`src/rtl/cgw_pkg.sv`:
```
// Package of register offsets, field positions, reset values and timing counts for the watchdog.
package cgw_pkg;

  // Register offsets on the byte register port.
  localparam logic [7:0] SPREAD_CTRL_OFS   = 8'h01;  // Spread spectrum control.
  localparam logic [7:0] WATCHDOG_CTRL_OFS = 8'h06;  // Watchdog and pin function control.
  localparam logic [7:0] N_STAGE_OFS       = 8'h07;  // pll_n_divider_stage.
  localparam logic [7:0] SIGNATURE_OFS     = 8'h08;  // silicon_signature.
  localparam logic [7:0] R_STAGE_OFS       = 8'h09;  // pll_r_divider_stage.

  // Field positions of the spread spectrum control register.
  localparam int SS_EN_BIT   = 7;  // Spreading enable.
  localparam int SS_MODE_BIT = 2;  // 0 selects down spread, 1 centre spread.
  localparam int SS_AMT_LSB  = 0;  // Two-bit spread_amount_sel.

  // Field positions of the watchdog control register.
  localparam int PIN_FN_BIT  = 7;  // 1 makes the shared pin powerdown_in.
  localparam int REVERT_BIT  = 6;  // revert_choice.
  localparam int WD_TEST_BIT_BIT  = 5;  // wd_test_bit.
  localparam int ALARM_BIT   = 4;  // timeout_alarm, read only.
  localparam int TMO_LSB     = 0;  // Four-bit timeout_sel.

  // Field positions of the divider staging registers.
  localparam int N_TEST_BIT  = 7;  // Factory test bit in the N stage.
  localparam int R_LSB       = 1;  // pll_ref_div sits in bits 6:1.
  localparam int TRIG_BIT    = 0;  // freq_latch_trigger.

  // Reset values.
  localparam logic [7:0] WATCHDOG_RST = 8'h80;  // Pin acts as powerdown_in at power-up.
  localparam logic [7:0] N_STAGE_RST  = 8'h00;
  localparam logic [7:0] R_STAGE_RST  = 8'h00;
  localparam logic [7:0] SPREAD_RST   = 8'h00;

  // PLL constant used for divider-based programming, the same for every strap.
  localparam logic [31:0] PLL_CONST = 32'd96016000;

  // Timing: clock period, one second, and the reset pulse width.
  localparam longint CLK_PERIOD_NS  = 100;
  localparam longint ONE_SEC_NS     = 1000000000;
  localparam longint RST_PULSE_NS   = 1600;
  localparam int     TICK_CYC       = int'(ONE_SEC_NS / CLK_PERIOD_NS);
  localparam int     RST_PULSE_CYC  = int'((RST_PULSE_NS + CLK_PERIOD_NS - 1) / CLK_PERIOD_NS);

endpackage : cgw_pkg

```
`src/rtl/cgw_wd_if.sv`:
```
// Interface that carries control and expiry between the watchdog core and its timer.
`timescale 1ns/1ps
interface cgw_wd_if;
  logic [3:0] tmo_sel;  // Timeout in seconds, zero means off.
  logic       run;      // Timer counts while high.
  logic       restart;  // One-cycle pulse that clears the count.
  logic       expire;   // One-cycle pulse when the timeout is reached.
  modport ctl (output tmo_sel, output run, output restart, input expire);
  modport tmr (input tmo_sel, input run, input restart, output expire);
endinterface : cgw_wd_if

```
`src/rtl/cgw_watchdog.sv`:
```
// Frequency control core: register file, divider latch, watchdog recovery and reset pin.
`timescale 1ns/1ps
module cgw_watchdog
  import cgw_pkg::*;
#(
  parameter int          TICK     = cgw_pkg::TICK_CYC,  // Cycles per second.
  parameter logic [3:0]  REV_ID   = 4'h2,  // Arbitrary revision code.
  parameter logic [3:0]  VENDOR_ID = 4'h5  // Arbitrary vendor code.
)(
  // Clock and reset.
  input  wire logic                 CLOCK_I,
  input  wire logic                 NRST_I,
  // Byte register port.
  input  wire logic [7:0]           REG_ADDR_I,
  input  wire logic                 REG_WR_I,
  input  wire logic [7:0]           REG_WDATA_I,
  input  wire logic                 REG_RD_I,
  output logic      [7:0]           REG_RDATA_O,
  // Shared reset or powerdown pin, open drain when it is an output.
  input  wire logic                 SRST_PIN_I,
  output logic                      SRST_PIN_O,
  output logic                      SRST_PIN_OE_O,
  output logic                      POWERDOWN_O,
  // Frequency selection toward the PLL.
  output logic      [6:0]           PLL_N_O,
  output logic      [5:0]           PLL_R_O,
  output logic                      USE_STRAP_O,
  output logic      [31:0]          PLL_P_O,
  // Spread spectrum selection.
  output logic                      SS_EN_O,
  output logic                      SS_MODE_O,
  output logic      [1:0]           SS_AMT_O
);
  import cgw_pkg::*;

  cgw_wd_if wd ();  // Link to the seconds timer.

  // Software visible state.
  logic [7:0] wdc_r;      // Watchdog register without the alarm bit.
  logic       alarm_r;    // timeout_alarm.
  logic [7:0] n_stage_r;  // pll_n_divider_stage.
  logic [7:0] r_stage_r;  // pll_r_divider_stage.
  logic [7:0] ss_r;       // Spread spectrum control.
  logic       trig_d_r;   // Previous trigger level for edge detection.
  // Applied and remembered frequency settings.
  logic [6:0] n_act_r, n_prev_r;  // Active and second-to-last N.
  logic [5:0] r_act_r, r_prev_r;  // Active and second-to-last R.
  logic       strap_r, strap_prev_r;  // Setting came from the hardware straps.
  // Watchdog sequencing.
  logic       run_r;      // Timer armed.
  logic       seen_r;     // First expiry already taken.
  logic [7:0] pulse_r;    // Remaining reset pulse cycles.
  logic [7:0] rdata_r;
  logic       oe_r, pd_r;

  // Register decode.
  wire wr_wdc = REG_WR_I & (REG_ADDR_I == WATCHDOG_CTRL_OFS);
  wire wr_n   = REG_WR_I & (REG_ADDR_I == N_STAGE_OFS);
  wire wr_r   = REG_WR_I & (REG_ADDR_I == R_STAGE_OFS);
  wire wr_ss  = REG_WR_I & (REG_ADDR_I == SPREAD_CTRL_OFS);

  // Current timeout, after a write in this cycle takes effect.
  wire [3:0] tmo_now  = wr_wdc ? REG_WDATA_I[TMO_LSB +: 4] : wdc_r[TMO_LSB +: 4];
  wire       tmo_off  = (tmo_now == 4'h0);
  wire       latch    = r_stage_r[TRIG_BIT] & ~trig_d_r;
  wire       expire   = wd.expire;
  wire       revert   = expire & seen_r & ~tmo_off;
  wire       to_prev  = wdc_r[REVERT_BIT];
  wire       pin_fn   = wdc_r[PIN_FN_BIT];

  // Reset pulse counter next value and pin enable.
  wire [7:0] pulse_nxt = (expire & ~tmo_off) ? 8'(RST_PULSE_CYC)
                       : ((pulse_r != 8'h00) ? pulse_r - 8'h01 : 8'h00);
  wire       oe_nxt    = (pulse_nxt != 8'h00) & ~pin_fn;

  // Read multiplexer; unmapped offsets read zero.
  wire [7:0] wdc_view = {wdc_r[7:5], alarm_r, wdc_r[3:0]};
  wire [7:0] rd_mux   = (REG_ADDR_I == WATCHDOG_CTRL_OFS) ? wdc_view
                      : (REG_ADDR_I == N_STAGE_OFS)       ? n_stage_r
                      : (REG_ADDR_I == SIGNATURE_OFS)     ? {REV_ID, VENDOR_ID}
                      : (REG_ADDR_I == R_STAGE_OFS)       ? r_stage_r
                      : (REG_ADDR_I == SPREAD_CTRL_OFS)   ? ss_r
                      : 8'h00;

  // Timer control through the interface.
  assign wd.tmo_sel = wdc_r[TMO_LSB +: 4];
  assign wd.run     = run_r & ~tmo_off;
  assign wd.restart = latch;

  cgw_sec_timer #(.TICK(TICK)) u_timer (
    .CLOCK_I (CLOCK_I),
    .NRST_I  (NRST_I),
    .wd      (wd.tmr)
  );

  // Register file writes; the signature has no storage and ignores writes.
  always_ff @(posedge CLOCK_I or negedge NRST_I)
  begin
    if (!NRST_I)
    begin
      wdc_r     <= WATCHDOG_RST;
      n_stage_r <= N_STAGE_RST;
      r_stage_r <= R_STAGE_RST;
      ss_r      <= SPREAD_RST;
      trig_d_r  <= 1'b0;
    end
    else
    begin
      if (wr_wdc)
      begin
        wdc_r <= {REG_WDATA_I[7:5], 1'b0, REG_WDATA_I[3:0]};
      end
      if (wr_n)
      begin
        n_stage_r <= REG_WDATA_I;
      end
      if (wr_r)
      begin
        r_stage_r <= {1'b0, REG_WDATA_I[6:0]};
      end
      if (wr_ss)
      begin
        ss_r <= {REG_WDATA_I[SS_EN_BIT], 4'h0, REG_WDATA_I[SS_MODE_BIT],
                 REG_WDATA_I[SS_AMT_LSB +: 2]};
      end
      trig_d_r <= r_stage_r[TRIG_BIT];
    end
  end

  // Frequency application: a latch shifts the active pair into history.
  always_ff @(posedge CLOCK_I or negedge NRST_I)
  begin
    if (!NRST_I)
    begin
      n_act_r      <= 7'h00;
      r_act_r      <= 6'h00;
      n_prev_r     <= 7'h00;
      r_prev_r     <= 6'h00;
      strap_r      <= 1'b1;
      strap_prev_r <= 1'b1;
    end
    else if (latch)
    begin
      n_prev_r     <= n_act_r;
      r_prev_r     <= r_act_r;
      strap_prev_r <= strap_r;
      n_act_r      <= n_stage_r[6:0];
      r_act_r      <= r_stage_r[R_LSB +: 6];
      strap_r      <= 1'b0;
    end
    else if (revert)
    begin
      n_act_r <= to_prev ? n_prev_r : n_act_r;
      r_act_r <= to_prev ? r_prev_r : r_act_r;
      strap_r <= to_prev ? strap_prev_r : 1'b1;
    end
  end

  // Watchdog sequencing; an expiry in the clearing cycle still sets the alarm.
  always_ff @(posedge CLOCK_I or negedge NRST_I)
  begin
    if (!NRST_I)
    begin
      run_r   <= 1'b0;
      seen_r  <= 1'b0;
      alarm_r <= 1'b0;
      pulse_r <= 8'h00;
    end
    else
    begin
      run_r   <= ~tmo_off & (run_r | latch);
      seen_r  <= ~tmo_off & ~latch & (seen_r | expire);
      alarm_r <= expire | (alarm_r & ~tmo_off);
      pulse_r <= pulse_nxt;
    end
  end

  // Output flops for the pin enable, the powerdown output and the read port.
  always_ff @(posedge CLOCK_I or negedge NRST_I)
  begin
    if (!NRST_I)
    begin
      oe_r    <= 1'b0;
      pd_r    <= 1'b0;
      rdata_r <= 8'h00;
    end
    else
    begin
      oe_r    <= oe_nxt;
      pd_r    <= pin_fn & ~SRST_PIN_I;
      rdata_r <= REG_RD_I ? rd_mux : rdata_r;
    end
  end

  assign REG_RDATA_O   = rdata_r;
  assign SRST_PIN_O    = 1'b0 & oe_r;
  assign SRST_PIN_OE_O = oe_r;
  assign POWERDOWN_O   = pd_r;
  assign PLL_N_O       = n_act_r;
  assign PLL_R_O       = r_act_r;
  assign USE_STRAP_O   = strap_r;
  assign PLL_P_O       = PLL_CONST;
  assign SS_EN_O       = ss_r[SS_EN_BIT];
  assign SS_MODE_O     = ss_r[SS_MODE_BIT];
  assign SS_AMT_O      = ss_r[SS_AMT_LSB +: 2];

  localparam int PW = RST_PULSE_CYC;
endmodule // cgw_watchdog

```
`src/rtl/cgw_sec_timer.sv`:
```
// Seconds timer paced by a one-second tick derived from the reference clock.
`timescale 1ns/1ps
module cgw_sec_timer
  import cgw_pkg::*;
#(
  parameter int TICK = cgw_pkg::TICK_CYC  // Clock cycles per second.
)(
  // Clock and reset.
  input  wire logic CLOCK_I,
  input  wire logic NRST_I,
  // Control from the watchdog core.
  cgw_wd_if.tmr     wd
);

  localparam int TW = $clog2(TICK);

  // The divider needs at least two states to form a tick.
  if (TICK < 2) begin : g_bad_tick
    $error("TICK must be at least 2");
  end

  logic [TW-1:0] pre_r;     // Cycles within the current second.
  logic [3:0]    sec_r;     // Whole seconds elapsed.
  logic          expire_r;  // Registered expiry pulse.

  // Decoding of the tick and of the expiry moment.
  wire       clear    = wd.restart | ~wd.run;
  wire       tick     = (pre_r == TW'(TICK - 1));
  wire [3:0] sec_inc  = sec_r + 4'h1;
  wire       hit      = wd.run & tick & (sec_inc >= wd.tmo_sel);

  // Prescaler and seconds counter; an expiry restarts the count at once.
  always_ff @(posedge CLOCK_I or negedge NRST_I)
  begin
    if (!NRST_I)
    begin
      pre_r    <= '0;
      sec_r    <= 4'h0;
      expire_r <= 1'b0;
    end
    else
    begin
      pre_r    <= (clear | tick) ? '0 : pre_r + TW'(1);
      sec_r    <= (clear | hit) ? 4'h0 : (tick ? sec_inc : sec_r);
      expire_r <= hit & ~wd.restart;
    end
  end

  assign wd.expire = expire_r;

endmodule // cgw_sec_timer

```
`config.mk`:
```
export PLATFORM = sky130hd
export DESIGN_NAME = cgw_watchdog
export DESIGN_NICKNAME = d
export VERILOG_FILES = /design/src/rtl/cgw_pkg.sv /design/src/rtl/cgw_wd_if.sv /design/src/rtl/cgw_watchdog.sv /design/src/rtl/cgw_sec_timer.sv
export SDC_FILE = /design/constraint.sdc
export NUM_CORES = 1
export LEC_CHECK = 0
export BUFFER_PORTS_ARGS = -buffer_cell sky130_fd_sc_hd__buf_4
export CORE_AREA = 2 2 126 128
export CTS_CLUSTER_DIAMETER = 60
export DETAILED_ROUTE_END_ITERATION = 12
export DIE_AREA = 0 0 128 130
export PLACE_DENSITY = 0.66
export REMOVE_ABC_BUFFERS = 1
export SLEW_MARGIN = 20
export SYNTH_ARGS = -nofsm -noshare
export SYNTH_HDL_FRONTEND = slang
export SYNTH_SLANG_ARGS = --single-unit
```
`constraint.sdc`:
```
create_clock -name CLOCK_I -period 1.85 [get_ports CLOCK_I]
set_clock_uncertainty 0.05 [all_clocks]
set_input_delay 0.37 -clock CLOCK_I [delete_from_list [all_inputs] [get_ports CLOCK_I]]
set_output_delay 0.37 -clock CLOCK_I [all_outputs]
set_load 0.005 [all_outputs]
```
# After elaboration in Yosys (flattened, before gate mapping)
# Cells that the tools add are included.
# classes
magnitude_cmp	1
n_addsub	3
reduce_logical	7
eq_ne	6
bitwise_logic	30
mux	20
# op_table
cell	count
$mux 8	7
$add 24x1->24 const B	1
$eq 24x24->1 const B	1
$mux 24	1
$mux 7	3
$and 1x1->1	18
$mux 6	3
$eq 8x3->1 const B	2
$eq 8x4->1 const B	2
$reduce_bool 8->1	2
$mux 4	3
$eq 8x1->1 const B	1
$sub 8x1->8 const B	1
$not 1->1	6
$or 1x1->1	6
$reduce_bool 2->1	3
$add 4x1->4 const B	1
$ge 4x4->1	1
$logic_not 4->1	1
$mux 1	3
$reduce_and 2->1	1
# totals
word_cells	88
ff_bits	105
inputBits	21
output_inout_bits	61

# Depth between registers and ports, before layout
# Gate-level depths: netlist (run 1).
# logic_depth
ltp_word	10
ltp_mapped	8
depth_no_buf	8

# Cells and area by module
# From an unflattened synthesis (run 1), not the netlist that was laid out.
# unflattened
hier_cells	510
area_unflattened_um2	5222.5
# modules_own_cells
mod	seq_area_each_um2	cells_each	area_each_um2	n_inst
cgw_watchdog	1905.6	347	3687.3	1
cgw_sec_timer	725.7	163	1535.2	1

# Worst setup path before layout (run 1)
# OpenSTA, ideal clock, no wires.
# synth_timing
path_kind	input-to-reg
from	input REG_ADDR_I[5]
to	register r_stage_r[0]
required_time_ps	1675
setup_time_ps	125
cell_stages	6
path_slack_ps	-12
path_buffers	2
arrival_time_ps	1687
path_cell_list	nor4_2 buf_4 nand2_1 or3_1 buf_6 mux2_4
# synth_between
elab_chain_cells	2
# synth_rtl
item	line_no	text
from (decl)	cgw_watchdog.sv:14	input wire logic [7:0] REG_ADDR_I,
$eq 8x4->1	cgw_watchdog.sv:59	wire wr_r = REG_WR_I & (REG_ADDR_I == R_STAGE_OFS);
$and 1x1->1	cgw_watchdog.sv:59	
to (signal assigned)	cgw_watchdog.sv:119	r_stage_r <= {1'b0, REG_WDATA_I[6:0]};
to (decl)	cgw_watchdog.sv:42	logic [7:0] r_stage_r;
# No other way between the ends.
# A chain may end at the register's enable or synchronous reset.

# Worst setup path in the final report (run 1)
# layout_timing
from	register u_timer.sec_r[0]
to	register u_timer.sec_r[2]
# layout_between
elab_chain_cells	5
word_cells_on_any_way	7
cone_classes	add/sub: 1; order compare: 1; mux: 2; bitwise: 2; reduce/logical: 1
# layout_rtl
item	line_no	text
from (decl)	cgw_sec_timer.sv:23	logic [3:0] sec_r;
from (signal assigned)	cgw_sec_timer.sv:44	sec_r <= (clear | hit) ? 4'h0 : (tick ? sec_inc : sec_r);
$add 4x1->4 *	cgw_sec_timer.sv:29	wire [3:0] sec_inc = sec_r + 4'h1;
$ge 4x4->1	cgw_sec_timer.sv:30	wire hit = wd.run & tick & (sec_inc >= wd.tmo_sel);
$and 1x1->1	cgw_sec_timer.sv:30	
$or 1x1->1	cgw_sec_timer.sv:44	
$mux 4 / $reduce_bool 2->1 (equally long branches)	--	
# Mark *: on every way between the ends. The rest lies on a longest branch, timed or not. The select of a mux whose other input is x is not followed.

==> flow_summary.json, run 1 <==
{
  "outcome": "complete, no violations",
  "power.density_mw_per_mm2": 808,
  "grt_pass1_vias": 4125,
  "via_per_inst": 5.01,
  "yosys-top-cells-area": "dfrtp_1 49%, nand2_1 6.0%, buf_4 5.2%",
  "cts_root_buf": "clkbuf_16",
  "wl_per_cell_um": 15.5,
  "swShare": 0.270,
  "reg2reg_from": "u_timer.sec_r[0]$_DFFE_PN0P_",
  "synth_flop_cell": "dfrtp_1",
  "clock_latency_ps": 340,
  "ios": 82,
  "ys_seq_elements": 105,
  "dp_cells": 795,
  "peakVddDrop_v": 0.000406,
  "fill_cells": 1428,
  "grt_overflow": 0,
  "die_x_um": 128,
  "vias": 4089,
  "grt_max_degree": 39,
  "yosysMostFrequentCell": "dfrtp_1",
  "power_frac_clock": 0.338,
  "crit_fanout": 5,
  "drt_iter0_drc": 433,
  "clockBufferDepth": 2,
  "drv_cap": 0,
  "ys_seq_area_frac": 0.504,
  "cts_tree": "done",
  "fmax_mhz": 551,
  "drv_slew": 0,
  "grt_setup_unrepaired": "true",
  "hp-class": "in -> reg",
  "grt_antenna_before_repair": 0,
  "ant_nets": 0,
  "first_pass_iters": 5,
  "port_buffers": 48,
  "whs_endpoint": "POWERDOWN_O$_DFF_PN0_",
  "hold_path.startpoint": "SRST_PIN_I",
  "startpoint": "u_timer.sec_r[0]$_DFFE_PN0P_",
  "async_flop_share": 1.00,
  "routed_wl_um": 12600,
  "post-route-period-util": 0.981,
  "die_h_um": 130,
  "synth.distinct_cells": 54,
  "stdcell_count": 816,
  "setup_viol": 0,
  "syn_area_mm2": 0.00522,
  "p_comb_frac": 0.150,
  "reg2reg_slack_ps": 30,
  "crit_required_ps": 2070,
  "drc": 0,
  "worst_slack_ps": 34.8,
  "fin_util": 0.426,
  "nets": 648,
  "dieArea_mm2": 0.0166,
  "synth_top_area_cell": "dfrtp_1",
  "initial_core_util": 0.338,
  "arrival_ps": 2040,
  "leakage_nw": 3.06,
  "syn_area_per_cell_um2": 10.1,
  "startpoint_type": "flop",
  "finalCriticalPeriod_ps": 1820,
  "grt_pass1_wl_um": 20200,
  "dp_hpwl_um": 8990,
  "core_area_mm2": 0.0154,
  "drive_gt1_frac": 0.293,
  "cts.sinks": 105,
  "power_frac_seq": 0.513,
  "synthCells": 517,
  "dp_slack_ps": -184,
  "numCtsBuffers": 9,
  "whs_path_depth": 2,
  "finalHoldViolations": 0,
  "critPathKind": "reg -> reg",
  "syn_to_final_growth_pct": 26.1,
  "synth_enable_flop_cells": 0,
  "internal_power_mw": 3.88,
  "r2r.worst_path.cells": 6,
  "ys.warnings.count": 0,
  "place.gp.congestion": 0.883,
  "rows": 46,
  "ys_top_cells_by_count": "102 x dfrtp_1, 83 x nand2_1, 46 x nor2_1, 36 x buf_4, 27 x nand3_1",
  "power_switching_mw": 1.44,
  "grtUsageTotal": 0.153,
  "r2r-end": "u_timer.sec_r[2]$_DFFE_PN0P_",
  "yosysTopAreaCellShare": 0.489,
  "diodes": 0,
  "cts.htree.levels": 3,
  "cp-end-kind": "flop",
  "clk_pin_slew_ps": 70
}
[layout by cell type, fill, tap and decap left out, types with 5 or more instances in the layout]
| cell | n |
|---|---|
| mux2_2 | 15 |
| clkbuf_16 | 11 |
| nor2_1 | 46 |
| o2111ai_1 | 5 |
| o21ai_0 | 5 |
| nor4_2 | 5 |
| conb_1 | 33 |
| nand3_1 | 25 |
| nand2b_1 | 6 |
| o211ai_1 | 13 |
| buf_4 | 102 |
| o22ai_1 | 6 |
| dfrtp_1 | 101 |
| a21oi_1 | 11 |
| inv_1 | 19 |
| nand4_1 | 8 |
| nor3_1 | 10 |
| xnor2_1 | 21 |
| nand2_1 | 82 |
| xor2_1 | 6 |
| mux2_4 | 7 |
[per-stage QoR]
| step | area [µm²] | hold WS (ps) | power, mW | TNS (ps) |
|---|---|---|---|---|
| floorplan | 4990 | 24.4 | 3.08 | -12360 |
| global placement | 6060 | 290 | 3.51 | -3800 |
| detailed placement | 6060 | 297 | 3.56 | -6500 |
| CTS | 6400 | 144 | 5.35 | 0 |
| global route | 6580 | 146 | 5.59 | -204 |
| finish | 6580 | 148 | 5.32 | 0 |
[logic make-up after synthesis]
kind of cell / Yosys count / synth area share
other: 2 / 0.00144
flip-flops: 105 / 0.504
multiplexers: 27 / 0.0631
AND/OR/NAND/NOR: 220 / 0.208
buffers and inverters: 69 / 0.0789
AO/OA/AOI/OAI: 58 / 0.0780
XOR/XNOR: 28 / 0.0470
adder cells (fa/ha/maj): 8 / 0.0192
[registers in the layout, indices dropped and copies added (netlist names), 6 cells and up]
register / cells
u_timer.pre_r: 24
REG_RDATA_O: 8
n_stage_r: 8
pulse_r: 8
PLL_N_O: 7
n_prev_r: 7
r_stage_r: 7
wdc_r: 7
PLL_R_O: 6
r_prev_r: 6
[layout make-up]
cell class / count / area, µm² / share of cell area
flip-flops and latches: 105 / 2630 / 0.400
multi-input cells: 375 / 2460 / 0.375
repair buffers: 109 / 897 / 0.136
well taps: 192 / 240 / 0.0365
clock buffers: 10 / 229 / 0.0348
inverters: 19 / 71.3 / 0.0108
clock inverters: 6 / 42.5 / 0.00647
[routing by layer]
metal | global-route usage | wire, µm | share of wire
met5 | 0 | 0 | 0
met4 | 0.0459 | 195 | 0.015
met3 | 0.0357 | 599 | 0.047
met2 | 0.252 | 6100 | 0.48
met1 | 0.201 | 5730 | 0.45
[power groups by stage]
stage	combinational, mW	sequential, mW	clock, mW
after CTS	0.797	2.72	1.82
after global routing	0.899	2.76	1.92
after detailed placement	0.793	2.77	0
after global placement	0.760	2.75	0
final	0.795	2.73	1.79
after floorplan	0.344	2.74	0
[worst max path at each step]
stage,slack [ps],endpoint
floorplan,-330,r_stage_r[0]$_DFFE_PN0P_
global placement,-110,pulse_r[2]$_DFF_PN0_
detailed placement,-180,pulse_r[6]$_DFF_PN0_
CTS,4,PLL_R_O[0]$_DFFE_PN0P_
global route,-40,u_timer.sec_r[2]$_DFFE_PN0P_
finish,30,u_timer.sec_r[2]$_DFFE_PN0P_
[worst max-delay path, stage by stage, from the launching register on]
cell      delay (ps)
dfrtp_2          450
ha_1             300
nand2b_1         140
a2111o_1         430
nand2_2          120
nand4b_1         110
a21oi_1          150
[what timing repair did]
| action | 4_1_cts | 5_1_grt |
|---|---|---|
| setup endpoints to repair | 33 | 47 |
| cloned | 0 | 3 |
| buffers inserted | 0 | 1 |
| resized for setup | 8 | 22 |
| hold buffers | 1 | 0 |
| hold endpoints to repair | 29 | 0 |
| pin swaps | 2 | 11 |
(Power assumes the default switching activity.)
==> run 2: changes to the inputs <==
--- a/config.mk
+++ b/config.mk
@@ -6,11 +6,12 @@
 export NUM_CORES = 1
 export LEC_CHECK = 0
 export BUFFER_PORTS_ARGS = -buffer_cell sky130_fd_sc_hd__buf_4
-export CORE_AREA = 2 2 126 128
+export CORE_AREA = 2 2 105 107
 export CTS_CLUSTER_DIAMETER = 60
 export DETAILED_ROUTE_END_ITERATION = 12
-export DIE_AREA = 0 0 128 130
-export PLACE_DENSITY = 0.66
+export DIE_AREA = 0 0 107 109
+export MAX_ROUTING_LAYER = met4
+export PLACE_DENSITY = 0.85
 export REMOVE_ABC_BUFFERS = 1
 export SLEW_MARGIN = 20
 export SYNTH_ARGS = -nofsm -noshare
==> run 2 against run 1 <==
Against the previous run: routed wire length grew 8.3%; cell count is 5.6% lower; the run now ends with negative setup slack left; sequential power about the same; first-iteration DRC count decreased by 16%; critical path depth up 1.
==> flow_summary.json, run 2 (synthesis gave the netlist of run 1 again) <==
{
  "outcome": "finished with violations",
  "violations": "negative setup slack",
  "ios": 82,
  "worst-path-buf-inv": 1,
  "power.density_mw_per_mm2": 747,
  "critPathKind": "reg -> reg",
  "hp-class": "in -> reg",
  "nets": 654,
  "critPathTopFamily": "compound AO/OA/AOI/OAI gates",
  "swShare": 0.283,
  "slowest_stage": "dfrtp_1",
  "clk_pin_slew_ps": 100,
  "ant_nets": 0,
  "grt_overflow": 0,
  "first_pass_iters": 5,
  "finalCriticalPeriod_ps": 2050,
  "rows": 38,
  "leakage_nw": 3.07,
  "die_x_um": 107,
  "grt_pass1_vias": 4183,
  "dieArea_mm2": 0.0117,
  "syn_to_final_growth_pct": 25.0,
  "cts.sinks": 105,
  "drive_gt1_frac": 0.310,
  "reg2reg_slack_ps": -200,
  "routed_wl_um": 13700,
  "wl_per_cell_um": 17.8,
  "grt_pass1_wl_um": 20500,
  "regMostFlops": "u_timer.pre_r",
  "post-route-period-util": 1.11,
  "path_cells": "buf_4, ha_4, ha_4, a2111o_1, nand2_2, nand4b_1, a21oi_1",
  "initial_core_util": 0.492,
  "cts_tree": "done",
  "drc": 0,
  "grt_antenna_before_repair": 0,
  "grt_max_degree": 36,
  "drv_slew": 0,
  "dp_hpwl_um": 8680,
  "layout_commonest_cell": "buf_4",
  "core_area_mm2": 0.0106,
  "largest_reg_flops": 24,
  "stdcell_count": 770,
  "via_per_inst": 5.65,
  "clock_latency_ps": 380,
  "cts_root_buf": "clkbuf_8",
  "power_frac_seq": 0.560,
  "numCtsBuffers": 9,
  "startpoint_type": "flop",
  "layout_common_cells": "104 x buf_4, 101 x dfrtp_1, 82 x nand2_1, 46 x nor2_1, 33 x conb_1",
  "power_switching_mw": 1.38,
  "finalHoldViolations": 0,
  "peakVddDrop_v": 0.000500,
  "fin_util": 0.615,
  "crit_required_ps": 2110,
  "cp-end-kind": "flop",
  "drv_cap": 0,
  "grt_setup_unrepaired": "true",
  "p_comb_frac": 0.165,
  "place.gp.congestion": 0.945,
  "die_h_um": 109,
  "clockBufferDepth": 2,
  "diodes": 0,
  "port_buffers": 48,
  "dp_cells": 737,
  "crit_top_cell": "ha_4",
  "setup_viol": 6,
  "internal_power_mw": 3.49,
  "drt_iter0_drc": 363,
  "grtUsageTotal": 0.231,
  "fill_cells": 785,
  "fmax_mhz": 488,
  "crit_fanout": 5,
  "arrival_ps": 2310,
  "vias": 4352,
  "cts.htree.levels": 3,
  "power_frac_clock": 0.275,
  "worst_slack_ps": -199,
  "cpPeakStageDelay_ps": 430
}
## run 2: changes by cell type in the layout (fill, tap and decap cells not counted), moves of 2 or more
cell       previous run  this run
buf_6                 1         3
nand2b_4              2         5
clkbuf_16            11         2
buf_4               102       104
nor3_1               10         8
inv_6                 1         3
clkbuf_8              0        10
## run 2: final timing paths
check,from,end,cells past startpoint
worst min-delay path,SRST_PIN_I,POWERDOWN_O$_DFF_PN0_,2
worst max register to register,u_timer.sec_r[1]$_DFFE_PN0P_,u_timer.sec_r[2]$_DFFE_PN0P_,7
max in group asynchronous,NRST_I,u_timer.sec_r[0]$_DFFE_PN0P_,3
worst min register to register,n_prev_r[3]$_DFFE_PN0P_,n_prev_r[3]$_DFFE_PN0P_,2
worst max-delay path,u_timer.sec_r[1]$_DFFE_PN0P_,u_timer.sec_r[2]$_DFFE_PN0P_,7
min in group asynchronous,NRST_I,r_prev_r[1]$_DFFE_PN0P_,2
## run 2: final cells by class
| class | count | area [µm²] | area share |
|---|---|---|---|
| Timing Repair Buffer | 113 | 935 | 0.143 |
| Tap cell | 140 | 175 | 0.0269 |
| Sequential cell | 105 | 2630 | 0.404 |
| Clock buffer | 11 | 141 | 0.0217 |
| Multi-Input combinational cell | 377 | 2530 | 0.388 |
| Clock inverter | 5 | 36.3 | 0.00556 |
| Inverter | 19 | 71.3 | 0.0109 |
## run 2: metrics by stage
step / power (mW) / hold slack, ps / setup TNS, ps / worst slack [ps] / area, µm²
after floorplan: 3.08 / 24.4 / -12360 / -330 / 4990
after global placement: 3.49 / 234 / -4910 / -118 / 5950
after detailed placement: 3.55 / 240 / -7160 / -140 / 5950
after CTS: 4.87 / 67.7 / -116 / -47.9 / 6290
after global routing: 5.10 / 75.4 / -1400 / -291 / 6520
final: 4.87 / 76.1 / -927 / -199 / 6520
## run 2: what timing repair did
| action | CTS | global route |
|---|---|---|
| pin swaps | 12 | 15 |
| setup endpoints to repair | 37 | 46 |
| hold buffers | 1 | 0 |
| gates resized for setup | 17 | 22 |
| buffers inserted | 6 | 5 |
| hold endpoints to repair | 17 | 0 |
| cloned | 1 | 4 |
## run 2: power groups by stage
stage | logic (mW) | clock network, mW | registers, mW
final | 0.806 | 1.34 | 2.73
after global routing | 0.897 | 1.46 | 2.75
after CTS | 0.793 | 1.35 | 2.72
after detailed placement | 0.782 | 0 | 2.76
after global placement | 0.738 | 0 | 2.75
after floorplan | 0.344 | 0 | 2.74
## run 2: routing by layer
layer  vias up  share of wire  GRT usage
met5         -              0          -
met4         0          0.022     0.0844
met3        33          0.055     0.0383
met2       179           0.52      0.383
met1      2206           0.41      0.288
li1       1934              -          -
==> run 3: changes to the inputs <==
--- a/config.mk
+++ b/config.mk
@@ -11,7 +11,7 @@
 export DETAILED_ROUTE_END_ITERATION = 12
 export DIE_AREA = 0 0 107 109
 export MAX_ROUTING_LAYER = met4
-export PLACE_DENSITY = 0.85
+export PLACE_DENSITY = 0.74
 export REMOVE_ABC_BUFFERS = 1
 export SLEW_MARGIN = 20
 export SYNTH_ARGS = -nofsm -noshare
==> run 3 against run 2 <==
Against the previous run: the flow still finishes with violations (negative setup slack); setup slack better by 130 ps; largest cell class unchanged; first-iteration DRC count is 25% lower; sequential cell count stayed put; clock power is 3% lower; die area stayed put; highest routed layer unchanged; final area is 0.65% lower; fmax is 6.6% higher; cell count is 0.39% lower; critical path depth is 1 lower; core utilization is 0.40 points lower; register-to-register slack better by 130 ps; sequential power hardly changed.
==> flow_summary.json, run 3 (synthesis gave the netlist of run 1 again) <==
{
  "drt_iter0_drc": 271,
  "finalHoldViolations": 0,
  "path_cells": "ha_4, ha_4, a2111o_1, nand2_2, nand4b_1, a21oi_1",
  "peakVddDrop_v": 0.000431,
  "clk_pin_slew_ps": 90,
  "wl_per_cell_um": 16.0,
  "swShare": 0.281,
  "dp_hpwl_um": 8190,
  "clockBufferDepth": 2,
  "place.gp.congestion": 0.919,
  "grtUsageTotal": 0.220,
  "numCtsBuffers": 9,
  "cpPeakStageDelay_ps": 460,
  "die_h_um": 109,
  "finalSetupTns_ps": -254,
  "internal_power_mw": 3.46,
  "met2WireLength_um": 6050,
  "outcome": "finished with violations",
  "via_per_inst": 5.36,
  "crit_fanout": 5,
  "layout_commonest_cell": "buf_4",
  "core_area_mm2": 0.0106,
  "hp-class": "in -> reg",
  "reg2reg_slack_ps": -70,
  "placed_cell_area_mm2": 0.00600,
  "reg2reg_from": "u_timer.sec_r[1]$_DFFE_PN0P_",
  "critPathKind": "reg -> reg",
  "vias": 4111,
  "startpoint_type": "flop",
  "rows": 38,
  "regMostFlops": "u_timer.pre_r",
  "fill_cells": 840,
  "first_pass_iters": 5,
  "drive_gt1_frac": 0.303,
  "syn_to_final_growth_pct": 24.2,
  "initial_core_util": 0.492,
  "drv_slew": 0,
  "routed_wl_um": 12300,
  "largest_reg_flops": 24,
  "grt_max_degree": 40,
  "leakage_nw": 3.04,
  "cts.htree.levels": 3,
  "routed-wl-met3_um": 537,
  "crit_top_cell": "ha_4",
  "power_frac_seq": 0.566,
  "cp-end-kind": "flop",
  "clock_latency_ps": 380,
  "highest_layer": "met4",
  "port_buffers": 48,
  "grt_pass1_wl_um": 19700,
  "worst-path-buf-inv": 0,
  "worst_slack_ps": -71.7,
  "drv_cap": 0,
  "violations": "negative setup slack",
  "nets": 651,
  "grt_antenna_before_repair": 0,
  "fin_util": 0.611,
  "holdWs_ps": 84.2,
  "drc": 0,
  "die_x_um": 107,
  "grt_overflow": 0,
  "post-route-period-util": 1.04,
  "crit_required_ps": 2100,
  "power_switching_mw": 1.35,
  "power.density_mw_per_mm2": 742,
  "finalCriticalPeriod_ps": 1920,
  "arrival_ps": 2170,
  "dieArea_mm2": 0.0117,
  "cts_root_buf": "clkbuf_8",
  "dp_slack_ps": -173,
  "cts_tree": "done",
  "startpoint": "u_timer.sec_r[1]$_DFFE_PN0P_",
  "layout_common_cells": "102 x buf_4, 101 x dfrtp_1, 82 x nand2_1, 45 x nor2_1, 33 x conb_1",
  "design_area_mm2": 0.00648,
  "grt_pass1_vias": 4121,
  "ant_nets": 0,
  "hold_path.startpoint": "SRST_PIN_I",
  "cts.sinks": 105,
  "grt_setup_unrepaired": "true",
  "ios": 82,
  "power_frac_clock": 0.271,
  "worstMarginPinSlew_ps": 510,
  "setup_viol": 5,
  "slew_headroom": 0.658,
  "critPathTopFamily": "compound AO/OA/AOI/OAI gates",
  "fmax_mhz": 520,
  "p_comb_frac": 0.163,
  "slowest_stage": "dfrtp_1",
  "diodes": 0,
  "wl_met1_um": 5440
}
[run 3: cell count changes in the layout (fill, tap and decap cells not counted), sizes merged]
cell      change
clkinvlp      +1
clkinv        +1
buf           -2
nand2b        -1
inv           -2
[run 3: path summary, 6_finish.rpt]
check,endpoint,cells past startpoint
worst min register to register,strap_prev_r$_DFFE_PN1P_,2
max in group asynchronous,strap_prev_r$_DFFE_PN1P_,3
worst max register to register,u_timer.sec_r[2]$_DFFE_PN0P_,6
worst min-delay path,POWERDOWN_O$_DFF_PN0_,2
min in group asynchronous,n_prev_r[3]$_DFFE_PN0P_,2
worst max-delay path,u_timer.sec_r[2]$_DFFE_PN0P_,6
[run 3: final cells by class]
cell class,count,area (µm²),share of cell area
Clock buffer,11,131,0.0203
Clock inverter,5,41.3,0.00637
Inverter,19,71.3,0.0110
Tap cell,140,175,0.0270
Timing Repair Buffer,111,928,0.143
Multi-Input combinational cell,376,2500,0.386
Sequential cell,105,2630,0.406
[run 3: metrics by stage]
step                      total power, mW  instances
after CTS                            4.84        762
after global placement               3.50        742
after floorplan                      3.08        498
after global routing                 5.09        767
final                                4.81        767
after detailed placement             3.54        742
[run 3: repair_timing]
item | CTS | global route
hold buffers | 1 | 0
setup endpoints to repair | 31 | 34
gates cloned | 1 | 4
pin swaps | 7 | 16
hold endpoints to repair | 30 | 0
gates resized for setup | 14 | 19
buffers inserted | 2 | 1
[run 3: layer usage]
| metal | vias up | GRT usage |
|---|---|---|
| met3 | 19 | 0.0281 |
| met2 | 135 | 0.350 |
| met5 | - | - |
| li1 | 1940 | - |
| met4 | 0 | 0.0955 |
| met1 | 2017 | 0.286 |
[run 3: power groups by stage]
stage	clock network (mW)	registers [mW]	logic (mW)
floorplan	0	2.74	0.344
detailed placement	0	2.76	0.777
global placement	0	2.75	0.747
global route	1.44	2.76	0.891
finish	1.30	2.72	0.784
CTS	1.33	2.72	0.789
[run 3: worst register-to-register path, cell delays in order, from the launching register on]
cell and delay (ps):
dfrtp_1 460, ha_4 320, ha_4 190, a2111o_1 460
nand2_2 130, nand4b_1 110, a21oi_1 140
